**src/spms_pkg.sv**
```systemverilog
// Package for the serial master/slave port: register map, field layout, carriers and state.
package spms_pkg;

  // ****************************************************************
  // Bus geometry
  // ****************************************************************
  localparam int SPMS_ADDR_W = 12;
  localparam int SPMS_DATA_W = 32;
  localparam int SPMS_IDX_W = 10;

  // Register indices; byte address is four times the index
  localparam logic [9:0] SPMS_CTRL_IDX = 10'h0f3;
  localparam logic [9:0] SPMS_STAT_IDX = 10'h0f4;
  localparam logic [9:0] SPMS_DATA_IDX = 10'h0f5;

  // ****************************************************************
  // Control register fields
  // ****************************************************************
  localparam int SPMS_C_SEL_OUT = 7;
  localparam int SPMS_C_ON = 6;
  localparam int SPMS_C_LSB = 5;
  localparam int SPMS_C_CTRL = 4;
  localparam int SPMS_C_IDLE = 3;
  localparam int SPMS_C_EDGE = 2;
  localparam int SPMS_C_RATE_HI = 1;
  localparam int SPMS_C_RATE_LO = 0;
  localparam logic [7:0] SPMS_CTRL_RST = 8'h00;

  // ****************************************************************
  // Status register fields
  // ****************************************************************
  localparam int SPMS_S_DONE = 7;
  localparam int SPMS_S_CLASH = 6;
  localparam int SPMS_S_OVF = 5;
  localparam int SPMS_S_FAULT = 4;
  localparam int SPMS_S_FOFF = 3;
  localparam int SPMS_S_TXFULL = 2;
  localparam logic [7:0] SPMS_STAT_RST = 8'h00;

  // ****************************************************************
  // Timing
  // ****************************************************************
  // Shift clock toggles per byte: eight full periods
  localparam logic [3:0] SPMS_LAST_EDGE = 4'hf;

  // ****************************************************************
  // Carriers
  // ****************************************************************
  typedef struct packed {
    logic read;
    logic write;
    logic [11:0] address;
    logic [31:0] writedata;
    logic [3:0] byteenable;
  } spms_avs_req_t;

  typedef struct packed {
    logic [31:0] readdata;
    logic waitrequest;
  } spms_avs_rsp_t;

  typedef struct packed {
    logic sck;
    logic mosi;
    logic miso;
    logic ss;
  } spms_pins_t;

  typedef enum logic [1:0] {SPMS_IDLE, SPMS_MASTER, SPMS_SLAVE} spms_mode_t;

  typedef struct packed {
    logic [7:0] ctrl;
    logic fault_off;
    logic done;
    logic clash;
    logic ovf;
    logic fault;
    logic tx_full;
    logic [7:0] tx_buf;
    logic [7:0] shift;
    logic [7:0] rx_buf;
    spms_mode_t mode;
    logic [3:0] edge_idx;
    logic [3:0] div_cnt;
    logic sck_lvl;
    logic out_bit;
    logic sck_prev;
    spms_avs_rsp_t rsp;
    spms_pins_t pins_o;
    spms_pins_t pins_oe;
  } spms_state_t;

endpackage : spms_pkg

```
**src/spms_port.sv**
```systemverilog
// Full-duplex serial port, master or slave role, with an Avalon-MM register slave.
//
// Contract
// [RULE_01] Works as master or slave; master shift clock reaches half the system clock.
// [RULE_02] Transmit byte waits in a write buffer while the current byte shifts.
// [RULE_03] Each received byte moves to a read buffer, freeing the shifter at once.
// [RULE_04] Master drives MOSI, slave reads it; eight bits from master to slave.
// [RULE_05] MISO carries slave data; master samples it, selected slave drives it.
// [RULE_06] Shift clock pin is an output as master and an input as slave.
// [RULE_07] Master produces exactly eight shift clock periods per byte exchanged.
// [RULE_08] Select stays low through an access; a deselected slave goes inactive.
// [RULE_09] Only one master on the bus at any time.
// [RULE_10] Master selects only one slave at any time.
// [RULE_11] As master, the select pin may be set up as a mode-fault input.
// [RULE_12] Master and slave shifters form one sixteen-bit ring; contents swap.
// [RULE_13] MSB first by default, LSB first when selected; data bit weights unchanged.
// [RULE_14] Select output enable: 0 gives plain I/O, 1 gives automatic per-byte select; code drives select only as master with fault detection off.
// [RULE_15] Control bit 6 switches the port off or on.
// [RULE_16] Control bit 4 picks slave role at 0 and master role at 1.
// [RULE_17] Control bit 3 sets the shift clock idle level.
// [RULE_18] Control bit 2 samples on the first edge at 0, the second at 1.
// [RULE_19] Reset clears every control bit.
// [RULE_20] Transfer-complete and write-collision flags are visible to software.
// [RULE_21] Two rate bits divide the clock by 2, 4, 8 or 16 in master role only.
// [RULE_22] With fault detection on, select is a fault input as master, select as slave.
// [RULE_23] Done flag set by hardware, cleared by software; blocks data writes while set.
// [RULE_24] Slave drives MISO only while its select input is low.
//
// The Avalon-MM register port was left to the implementer.
`timescale 1ns/1ps

module spms_port (
  input wire logic clk_in,                        // System clock, 125 MHz
  input wire logic rst_in,                        // Synchronous reset, active high
  input wire spms_pkg::spms_avs_req_t bus_req_in, // Avalon-MM request
  output spms_pkg::spms_avs_rsp_t bus_rsp_out,    // Avalon-MM read data and waitrequest
  input wire spms_pkg::spms_pins_t pins_in,       // Levels seen on the four serial pins
  output spms_pkg::spms_pins_t pins_out,          // Levels driven on the serial pins
  output spms_pkg::spms_pins_t pins_oe_out        // Drive enables, high while driving
);

  // ****************************************************************
  // Helpers
  // ****************************************************************

  // System clocks per shift clock half period, minus one
  function automatic logic [3:0] spms_half_ticks(input logic [1:0] sel);
    logic [3:0] r;
    r = 4'h0;
    case (sel)
      2'b00: r = 4'h0;
      2'b01: r = 4'h1;
      2'b10: r = 4'h3;
      default: r = 4'h7;
    endcase
    return r;
  endfunction : spms_half_ticks

  // Bit that leaves the shifter next
  function automatic logic spms_top(input logic [7:0] v, input logic lsb);
    return lsb ? v[0] : v[7];
  endfunction : spms_top

  // Shift one bit in at the end opposite to the leaving bit
  function automatic logic [7:0] spms_shift_in(input logic [7:0] v, input logic b,
                                               input logic lsb);
    return lsb ? {b, v[7:1]} : {v[6:0], b};
  endfunction : spms_shift_in

  // ****************************************************************
  // State
  // ****************************************************************
  spms_pkg::spms_state_t s_q;
  spms_pkg::spms_state_t s_d;

  always_comb begin
    logic access;
    logic ack;
    logic wr_ok;
    logic [9:0] idx;
    logic [7:0] wb;
    logic en;
    logic master;
    logic lsb;
    logic edge_now;
    logic in_bit;
    logic [7:0] nxt_shift;
    logic [31:0] rdata;

    s_d = s_q;
    access = bus_req_in.read | bus_req_in.write;
    ack = access & ~s_q.rsp.waitrequest;
    idx = bus_req_in.address[11:2];
    wb = bus_req_in.writedata[7:0];
    wr_ok = ack & bus_req_in.write & bus_req_in.byteenable[0];
    en = s_q.ctrl[spms_pkg::SPMS_C_ON];
    master = s_q.ctrl[spms_pkg::SPMS_C_CTRL];
    lsb = s_q.ctrl[spms_pkg::SPMS_C_LSB];
    edge_now = 1'b0;
    in_bit = 1'b0;
    nxt_shift = s_q.shift;
    rdata = 32'h0000_0000;

    // ****************************************************************
    // Register slave
    // ****************************************************************
    // One wait cycle, then one cycle with waitrequest low; read data built in the wait cycle
    s_d.rsp.waitrequest = ~(access & s_q.rsp.waitrequest);
    case (idx)
      spms_pkg::SPMS_CTRL_IDX: rdata = {24'h000000, s_q.ctrl};
      spms_pkg::SPMS_STAT_IDX: rdata = {24'h000000, s_q.done, s_q.clash, s_q.ovf, s_q.fault,
                                        s_q.fault_off, s_q.tx_full, 2'b00}; // [RULE_20]
      spms_pkg::SPMS_DATA_IDX: rdata = {24'h000000, s_q.rx_buf}; // [RULE_03]
      default: rdata = 32'h0000_0000;
    endcase
    s_d.rsp.readdata = (access & s_q.rsp.waitrequest & bus_req_in.read) ? rdata : 32'h0;

    if (wr_ok) begin
      case (idx)
        spms_pkg::SPMS_CTRL_IDX: begin
          s_d.ctrl = wb;
        end
        spms_pkg::SPMS_STAT_IDX: begin
          // Flags clear when written as zero; hardware sets below take priority
          if (!wb[spms_pkg::SPMS_S_DONE]) s_d.done = 1'b0; // [RULE_23]
          if (!wb[spms_pkg::SPMS_S_CLASH]) s_d.clash = 1'b0;
          if (!wb[spms_pkg::SPMS_S_OVF]) s_d.ovf = 1'b0;
          if (!wb[spms_pkg::SPMS_S_FAULT]) s_d.fault = 1'b0;
          s_d.fault_off = wb[spms_pkg::SPMS_S_FOFF];
        end
        spms_pkg::SPMS_DATA_IDX: begin
          if (s_q.done) begin
            s_d.tx_full = s_q.tx_full; // [RULE_23]
          end else if (s_q.tx_full) begin
            s_d.clash = 1'b1; // [RULE_20]
          end else begin
            s_d.tx_buf = wb; // [RULE_02]
            s_d.tx_full = 1'b1;
          end
        end
        default: begin
          s_d.ctrl = s_q.ctrl;
        end
      endcase
    end

    // ****************************************************************
    // Shift engine
    // ****************************************************************
    case (s_q.mode)
      spms_pkg::SPMS_IDLE: begin
        s_d.sck_lvl = s_q.ctrl[spms_pkg::SPMS_C_IDLE]; // [RULE_17]
        s_d.edge_idx = 4'h0;
        s_d.div_cnt = 4'h0;
        if (en && master) begin // [RULE_15] [RULE_16]
          if (!s_q.fault_off && !pins_in.ss) begin
            // Another master owns the bus: drop to slave role and report
            s_d.fault = 1'b1; // [RULE_11] [RULE_22]
            s_d.ctrl[spms_pkg::SPMS_C_CTRL] = 1'b0;
          end else if (s_q.tx_full) begin
            s_d.shift = s_q.tx_buf; // [RULE_02]
            s_d.tx_full = 1'b0;
            s_d.out_bit = spms_top(s_q.tx_buf, lsb);
            s_d.mode = spms_pkg::SPMS_MASTER;
          end
        end else if (en && !master && !pins_in.ss) begin // [RULE_22]
          if (s_q.tx_full) begin
            s_d.shift = s_q.tx_buf;
            s_d.tx_full = 1'b0;
            s_d.out_bit = spms_top(s_q.tx_buf, lsb);
          end else begin
            // Nothing queued: the last received byte goes back out
            s_d.out_bit = spms_top(s_q.shift, lsb); // [RULE_12]
          end
          s_d.mode = spms_pkg::SPMS_SLAVE;
        end
      end
      spms_pkg::SPMS_MASTER: begin
        if (!en || !master) begin
          s_d.mode = spms_pkg::SPMS_IDLE; // [RULE_15]
        end else if (!s_q.fault_off && !pins_in.ss) begin
          s_d.fault = 1'b1; // [RULE_11]
          s_d.ctrl[spms_pkg::SPMS_C_CTRL] = 1'b0;
          s_d.mode = spms_pkg::SPMS_IDLE;
        end else if (s_q.div_cnt == spms_half_ticks(s_q.ctrl[1:0])) begin // [RULE_21]
          // Fastest setting toggles every clock: shift clock at half the system clock
          s_d.div_cnt = 4'h0; // [RULE_01]
          s_d.sck_lvl = ~s_q.sck_lvl;
          edge_now = 1'b1;
          in_bit = pins_in.miso; // [RULE_05]
        end else begin
          s_d.div_cnt = s_q.div_cnt + 4'h1;
        end
      end
      spms_pkg::SPMS_SLAVE: begin
        if (!en || master || pins_in.ss) begin
          // A partial byte is abandoned when select rises
          s_d.mode = spms_pkg::SPMS_IDLE; // [RULE_08]
        end else if (pins_in.sck != s_q.sck_prev) begin // [RULE_06]
          edge_now = 1'b1;
          in_bit = pins_in.mosi; // [RULE_04]
        end
      end
      default: begin
        s_d.mode = spms_pkg::SPMS_IDLE;
      end
    endcase
    s_d.sck_prev = pins_in.sck;

    // Sample edges take the input bit, the other edges present the next output bit
    if (edge_now) begin
      if (s_q.edge_idx[0] == s_q.ctrl[spms_pkg::SPMS_C_EDGE]) begin // [RULE_18]
        nxt_shift = spms_shift_in(s_q.shift, in_bit, lsb); // [RULE_12] [RULE_13]
        s_d.shift = nxt_shift;
      end else begin
        s_d.out_bit = spms_top(s_q.shift, lsb); // [RULE_13]
      end
      s_d.edge_idx = s_q.edge_idx + 4'h1;
      if (s_q.edge_idx == spms_pkg::SPMS_LAST_EDGE) begin // [RULE_07]
        s_d.rx_buf = nxt_shift; // [RULE_03]
        if (s_d.done) s_d.ovf = 1'b1;
        s_d.done = 1'b1; // [RULE_23]
        s_d.edge_idx = 4'h0;
        if (s_q.mode == spms_pkg::SPMS_MASTER) begin
          s_d.mode = spms_pkg::SPMS_IDLE;
        end else if (s_q.tx_full) begin
          s_d.shift = s_q.tx_buf;
          s_d.tx_full = 1'b0;
          s_d.out_bit = spms_top(s_q.tx_buf, lsb);
        end else begin
          s_d.out_bit = spms_top(nxt_shift, lsb);
        end
      end
    end

    // ****************************************************************
    // Pin drive, registered from next state
    // ****************************************************************
    s_d.pins_o.sck = (s_d.mode == spms_pkg::SPMS_MASTER) ? s_d.sck_lvl :
                     s_d.ctrl[spms_pkg::SPMS_C_IDLE]; // [RULE_17]
    s_d.pins_oe.sck = s_d.ctrl[spms_pkg::SPMS_C_ON] &
                      s_d.ctrl[spms_pkg::SPMS_C_CTRL]; // [RULE_06]
    s_d.pins_o.mosi = s_d.out_bit;
    s_d.pins_oe.mosi = s_d.ctrl[spms_pkg::SPMS_C_ON] &
                       s_d.ctrl[spms_pkg::SPMS_C_CTRL]; // [RULE_04]
    s_d.pins_o.miso = s_d.out_bit;
    s_d.pins_oe.miso = s_d.ctrl[spms_pkg::SPMS_C_ON] & ~s_d.ctrl[spms_pkg::SPMS_C_CTRL] &
                       (s_d.mode == spms_pkg::SPMS_SLAVE); // [RULE_24] [RULE_05]
    // Select low for the whole byte in master role
    s_d.pins_o.ss = (s_d.mode != spms_pkg::SPMS_MASTER); // [RULE_08] [RULE_14]
    s_d.pins_oe.ss = s_d.ctrl[spms_pkg::SPMS_C_ON] & s_d.ctrl[spms_pkg::SPMS_C_CTRL] &
                     s_d.fault_off & s_d.ctrl[spms_pkg::SPMS_C_SEL_OUT]; // [RULE_14]
  end

  always_ff @(posedge clk_in) begin
    if (rst_in) begin
      s_q <= '0; // [RULE_19]
      s_q.rsp.waitrequest <= 1'b1;
    end else begin
      s_q <= s_d;
    end
  end

  assign bus_rsp_out = s_q.rsp;
  assign pins_out = s_q.pins_o;
  assign pins_oe_out = s_q.pins_oe;

endmodule : spms_port

```
**config.mk**
```make
export PLATFORM = sky130hd
export DESIGN_NAME = spms_port
export DESIGN_NICKNAME = d
export VERILOG_FILES = /design/src/spms_pkg.sv /design/src/spms_port.sv
export SDC_FILE = /design/constraint.sdc
export NUM_CORES = 1
export LEC_CHECK = 0
export BUFFER_PORTS_ARGS = -buffer_cell sky130_fd_sc_hd__clkbuf_2
export CORE_MARGIN = 5
export CORE_UTILIZATION = 45
export CTS_CLUSTER_DIAMETER = 60
export DETAILED_ROUTE_END_ITERATION = 7
export GPL_ROUTABILITY_DRIVEN = 0
export PLACE_DENSITY = 0.75
export SLEW_MARGIN = 20
export SYNTH_ARGS = -nofsm -noshare
export SYNTH_HDL_FRONTEND = slang
export SYNTH_SLANG_ARGS = --single-unit
```
**constraint.sdc**
```tcl
create_clock -name clk_in -period 2.4 [get_ports clk_in]
set_input_delay 0.48 -clock clk_in [delete_from_list [all_inputs] [get_ports clk_in]]
set_output_delay 0.48 -clock clk_in [all_outputs]
set_load 0.01 [all_outputs]
```
# After elaboration in Yosys (flattened, before gate mapping)
# Index checks and enable logic that the tools add are counted.
[op_classes]
add_sub_neg = 2
n_eq_ne = 19
mux = 96
bitwise_logic = 18
reduce_logical = 22
[op_table]
columns = ["cell", "count"]
rows = [
  ["$mux 8", 13],
  ["$mux 22", 3],
  ["$mux 1", 53],
  ["$eq 10x8->1 const B", 3],
  ["$pmux 8 s3", 1],
  ["$mux 2", 10],
  ["$mux 4", 5],
  ["$and 1x1->1", 10],
  ["$mux 5", 2],
  ["$ne 2x2->1 const B", 5],
  ["$pmux 1 s2", 5],
  ["$pmux 5 s2", 1],
  ["$mux 9", 1],
  ["$pmux 3 s3", 1],
  ["$add 4x1->4 const B", 2],
  ["$not 1->1", 7],
  ["$eq 2x1->1 const B", 3],
  ["$eq 2x2->1 const B", 3],
  ["$pmux 2 s3", 1],
  ["$reduce_bool 2->1", 3],
  ["$reduce_and 5->1", 1],
  ["$eq 4x4->1", 1],
  ["$eq 4x4->1 const B", 1],
  ["$logic_and 1x1->1", 4],
  ["11 further kinds", 18],
]
[word_totals]
regBits = 89
in_bits = 56
out_inout_bits = 41
word_cells = 181

# Longest topological paths before layout
[depth]
ltp_word = 18
mapped_depth = 9

# Least setup slack after synthesis
# No wires, ideal clock.
[synth_path]
path_kind = "in2reg"
start = "in bus_req_in[46] (netlist name)"
end = "reg s_q, in the netlist pins_oe_out[1]"
arrival_ns = 2.103
t_required_ns = 2.313
setup_slack_ns = 0.211
path_stages = 7
path_buffers = 1
cell_sequence = "nand4bb_4 > nor4_4 > and2b_1 > buf_6 > mux2_2 > nand2_1 > nor4b_4"
[synth_between]
elab_chain_len = 9
elab_cells_between_ends = 10
[synth_lines]
columns = ["element", "line", "text"]
rows = [
  ["start: declaration", "spms_port.sv:35", "input wire spms_pkg::spms_avs_req_t bus_req_in,"],
  ["$eq 10x8->1 *", "spms_port.sv:119", "case (idx)"],
  ["$mux 8 *", "spms_port.sv:119", ""],
  ["$mux 22 *", "spms_port.sv:118", "if (wr_ok) begin"],
  ["$mux 1", "spms_port.sv:156, spms_port.sv:181", ""],
  ["$mux 1, on equally long branches", "spms_port.sv:179, spms_port.sv:155", ""],
  ["$pmux 1 s2", "spms_port.sv:150", "case (s_q.mode)"],
  ["$not 1->1", "spms_port.sv:247", "s_d.pins_oe.miso = s_d.ctrl[spms_pkg::SPMS_C_ON] & ~s_d.ctrl[spms_pkg::SPMS_C_CTRL] &"],
  ["$and 1x1->1 * (2 in a row)", "spms_port.sv:247", ""],
  ["end: declaration", "spms_port.sv:73", "spms_pkg::spms_state_t s_q;"],
]
# Mark *: on every way between the ends. The rest lies on a longest branch, timed or not.
# A chain may end at the register's enable or synchronous reset.

# Worst setup path in the final report
[layout_path]
start = "reg s_q[53] (netlist name)"
end = "reg s_q[63] (netlist name)"
[layout_between]
elab_chain_len = 7
elab_cells_between_ends = 10
[layout_lines]
columns = ["element", "line", "text"]
rows = [
  ["$logic_not 2->1", "spms_port.sv:150", ""],
  ["$mux 8", "spms_port.sv:150", ""],
  ["$mux 8", "spms_port.sv:212", "if (s_q.edge_idx[0] == s_q.ctrl[spms_pkg::SPMS_C_EDGE]) begin"],
  ["$mux 8", "spms_port.sv:226", "end else if (s_q.tx_full) begin"],
  ["$mux 8", "spms_port.sv:224", "if (s_q.mode == spms_pkg::SPMS_MASTER) begin"],
  ["$mux 22", "spms_port.sv:219", "if (s_q.edge_idx == spms_pkg::SPMS_LAST_EDGE) begin"],
  ["$mux 22 *", "spms_port.sv:211", "if (edge_now) begin"],
]
# Marked as above.

==> out/metrics.csv <==
stage,metric,value,unit
outcome,status,completed,
global_route,grt_pass1_vias,2935,
critical_path,start_kind,flip-flop,
clock_network,path_clk_slew,70,ps
place,place_ws,137,ps
global_route,grt_pass1_wl,14000,um
timing,slew_viol_final,0,
global_route,grt.overflow.total,0,
place,dp_hpwl,6450,um
critical_path,r2r-start,s_q[53]$_SDFF_PP0_,
power,p_leak,1.57,nW
critical_path,critPathMaxStageDelay,360,ps
timing,finalCritPeriodShare,92.2,%
yosys,synth_edf_count,0,
critical_path,path_max_fanout,6,
critical_path,cp_slowest_cell,a211oi_4,
timing,setup_tns,0,ps
critical_path,cp-end-kind,flip-flop,
timing,worst_clock_skew,7.24,ps
detailed_routing,drt_pass1_iterations,6,
critical_path,critical_path_class,flip-flop to flip-flop,
floorplan,dieArea,9950,um2
critical_path,arrival,2460,ps
detailed_routing,routed_wl,8730,um
timing,relSlewSlack,55.1,%
place,postPlaceCellArea,3770,um2
yosys,yosysWarningCount,0,
critical_path,critPathTopFamily,compound AO/OA/AOI/OAI gates,
timing,worst_slack,188,ps
clock_network,clkSinkCount,65,
floorplan,die_w,99.7,um
floorplan,start_util,46.6,%
detailed_routing,drt_iter0_markers,193,
clock_network,cts_root_buf,clkbuf_8,
critical_path,path_cells,inv_1 > ha_1 > o2111ai_2 > a211oi_4 > o21a_1 > o21ai_1 > a221oi_1,
run,max-cap-violations,0,
hold_path,hold_start,bus_req_in[49],
clock_network,cts_buffer_depth,2,
layout,fillCellCount,703,
layout,num-nets-final,496,
clock_network,h-tree-depth,3,
timing,tightest_slew,670,ps
timing,hold_viol_final,0,
clock_network,clock_latency,350,ps
floorplan,dieHeight,99.7,um
yosys,async_reset_ff_share,0,%
yosys,postSynthCellCount,400,
detailed_routing,drt-wirelength-per-cell,16.1,um
timing,finalSetupViolations,0,
timing,fmax,0.452,GHz
layout,register_area,1300,um2
layout,areaGrowthSynthToFinish,12.6,%
layout,n_antenna_cell,0,
clock_network,cts_hold_buffers,0,
clock_network,cts_buffers,9,
layout,layout_commonest_cell,dfxtp_1,
yosys,synth_flop_cell,dfxtp_1,
yosys,synth.avg_cell_area,9.06,um2
layout,multi_input_area,2010,um2
detailed_routing,vias_per_cell,5.76,
critical_path,path_buf_inv,1,
critical_path,cp-startpoint,s_q[53]$_SDFF_PP0_,
layout,finalInstanceArea,4080,um2
global_route,antenna_found_initial,0,
power,powerDensity,581,nW/um2
clock_network,cts_tree,built,
power,peakVddDrop,0.291,mV
floorplan,ios,97,
critical_path,cp_data_required_time,2650,ps
global_route,track_usage,17.6,%
detailed_routing,drc,0,
floorplan,coreArea,7770,um2
power,total_power,0.00237,W
global_route,grt_max_degree,34,
yosys,ys_ff_latch,65,
yosys,ys_seq_area_share,35.9,%
place,port_buffers,43,
yosys,syn_area,3620,um2
floorplan,core.rowCount,32,
yosys,synth_cell_types,62,
detailed_routing,ant_nets,0,
detailed_routing,num_vias,3118,
layout,drive_above_1_share,21.9,%
hold_path,hp-class,primary input to flip-flop,
layout,final_cell_mix,"dfxtp_1, clkbuf_2, nor2_1",
timing,fin_crit,2210,ps
what timing repair did:
item                                    CTS  global route
gates resized for setup                   0             3
setup buffers                             0             2
endpoints found under the setup margin    0            16
per-stage QoR:
stage / hold slack (ps) / util (%) / instances
after CTS: 317 / 51.9 / 539
after floorplan: 431 / - / 423
after detailed placement: 453 / 48.6 / 523
after global placement: 443 / 48.6 / 523
after global routing: 329 / 52.5 / 541
final: 329 / 52.5 / 541
metal layers:
metal / routed length (um) / up-vias / GRT usage (%)
met5: 0 / - / 0
met4: 274 / 0 / 9.98
met3: 606 / 23 / 3.51
met2: 4130 / 135 / 27.9
met1: 3710 / 1476 / 22.2
li1: - / 1484 / -
flip-flops by register name (all words and copies together), names as in the netlist:
name         flops
s_q             50
pins_out         3
bus_rsp_out      9
pins_oe_out      3
where the power goes:
group | switching, W | internal (W) | total, W
combinational | 0.0000589 | 0.0000279 | 0.0000868
sequential | 0.00000138 | 0.00108 | 0.00108
clock | 0.000426 | 0.000775 | 0.00120
total | 0.000486 | 0.00188 | 0.00237
cell usage after synthesis (5+ instances only):
cell type / instances / area share (%)
mux2i_1: 37 / 10
a21oi_1: 25 / 3.5
o2111ai_1: 9 / 2.2
a221oi_1: 6 / 1.5
nor2_1: 38 / 3.9
o211ai_1: 6 / 1.2
clkbuf_1: 11 / 1.1
buf_4: 42 / 8.7
a222oi_1: 6 / 1.7
nand3_1: 14 / 1.9
buf_2: 5 / 0.69
inv_1: 8 / 0.83
dfxtp_1: 65 / 36
nand2_1: 26 / 2.7
nor3_1: 7 / 0.97
ha_1: 6 / 2.1
o21ai_0: 13 / 1.8
path summary, 6_finish.rpt:
path | cells after the start | slack (ps) | end
setup / recovery | 7 | 190 | s_q[63]$_SDFF_PP0_
hold / removal | 2 | 330 | bus_rsp_out[0]$_SDFF_PP1_
setup reg to reg | 7 | 190 | s_q[63]$_SDFF_PP0_
hold reg to reg | 2 | 460 | s_q[59]$_SDFFE_PP0P_
kinds of logic after synthesis:
kind of cell             count (synthesis)  share of synthesized area (%)
AO/OA/AOI/OAI                           93                           18.0
XOR/XNOR                                 3                          0.725
adder cells (fa/ha/maj)                  6                           2.07
buffers and inverters                   69                           11.9
flip-flops                              65                           35.9
multiplexers                            43                           12.7
other                                    1                          0.103
AND/OR/NAND/NOR                        120                           18.6
final cells by class:
class	count	share of cell area (%)
Inverter	8	0.736
Tap cell	102	3.13
Clock inverter	4	2.39
Multi-Input combinational cell	289	49.2
Sequential cell	65	31.9
Timing Repair Buffer	61	8.59
Clock buffer	12	4.05
(Power assumes the default switching activity.)
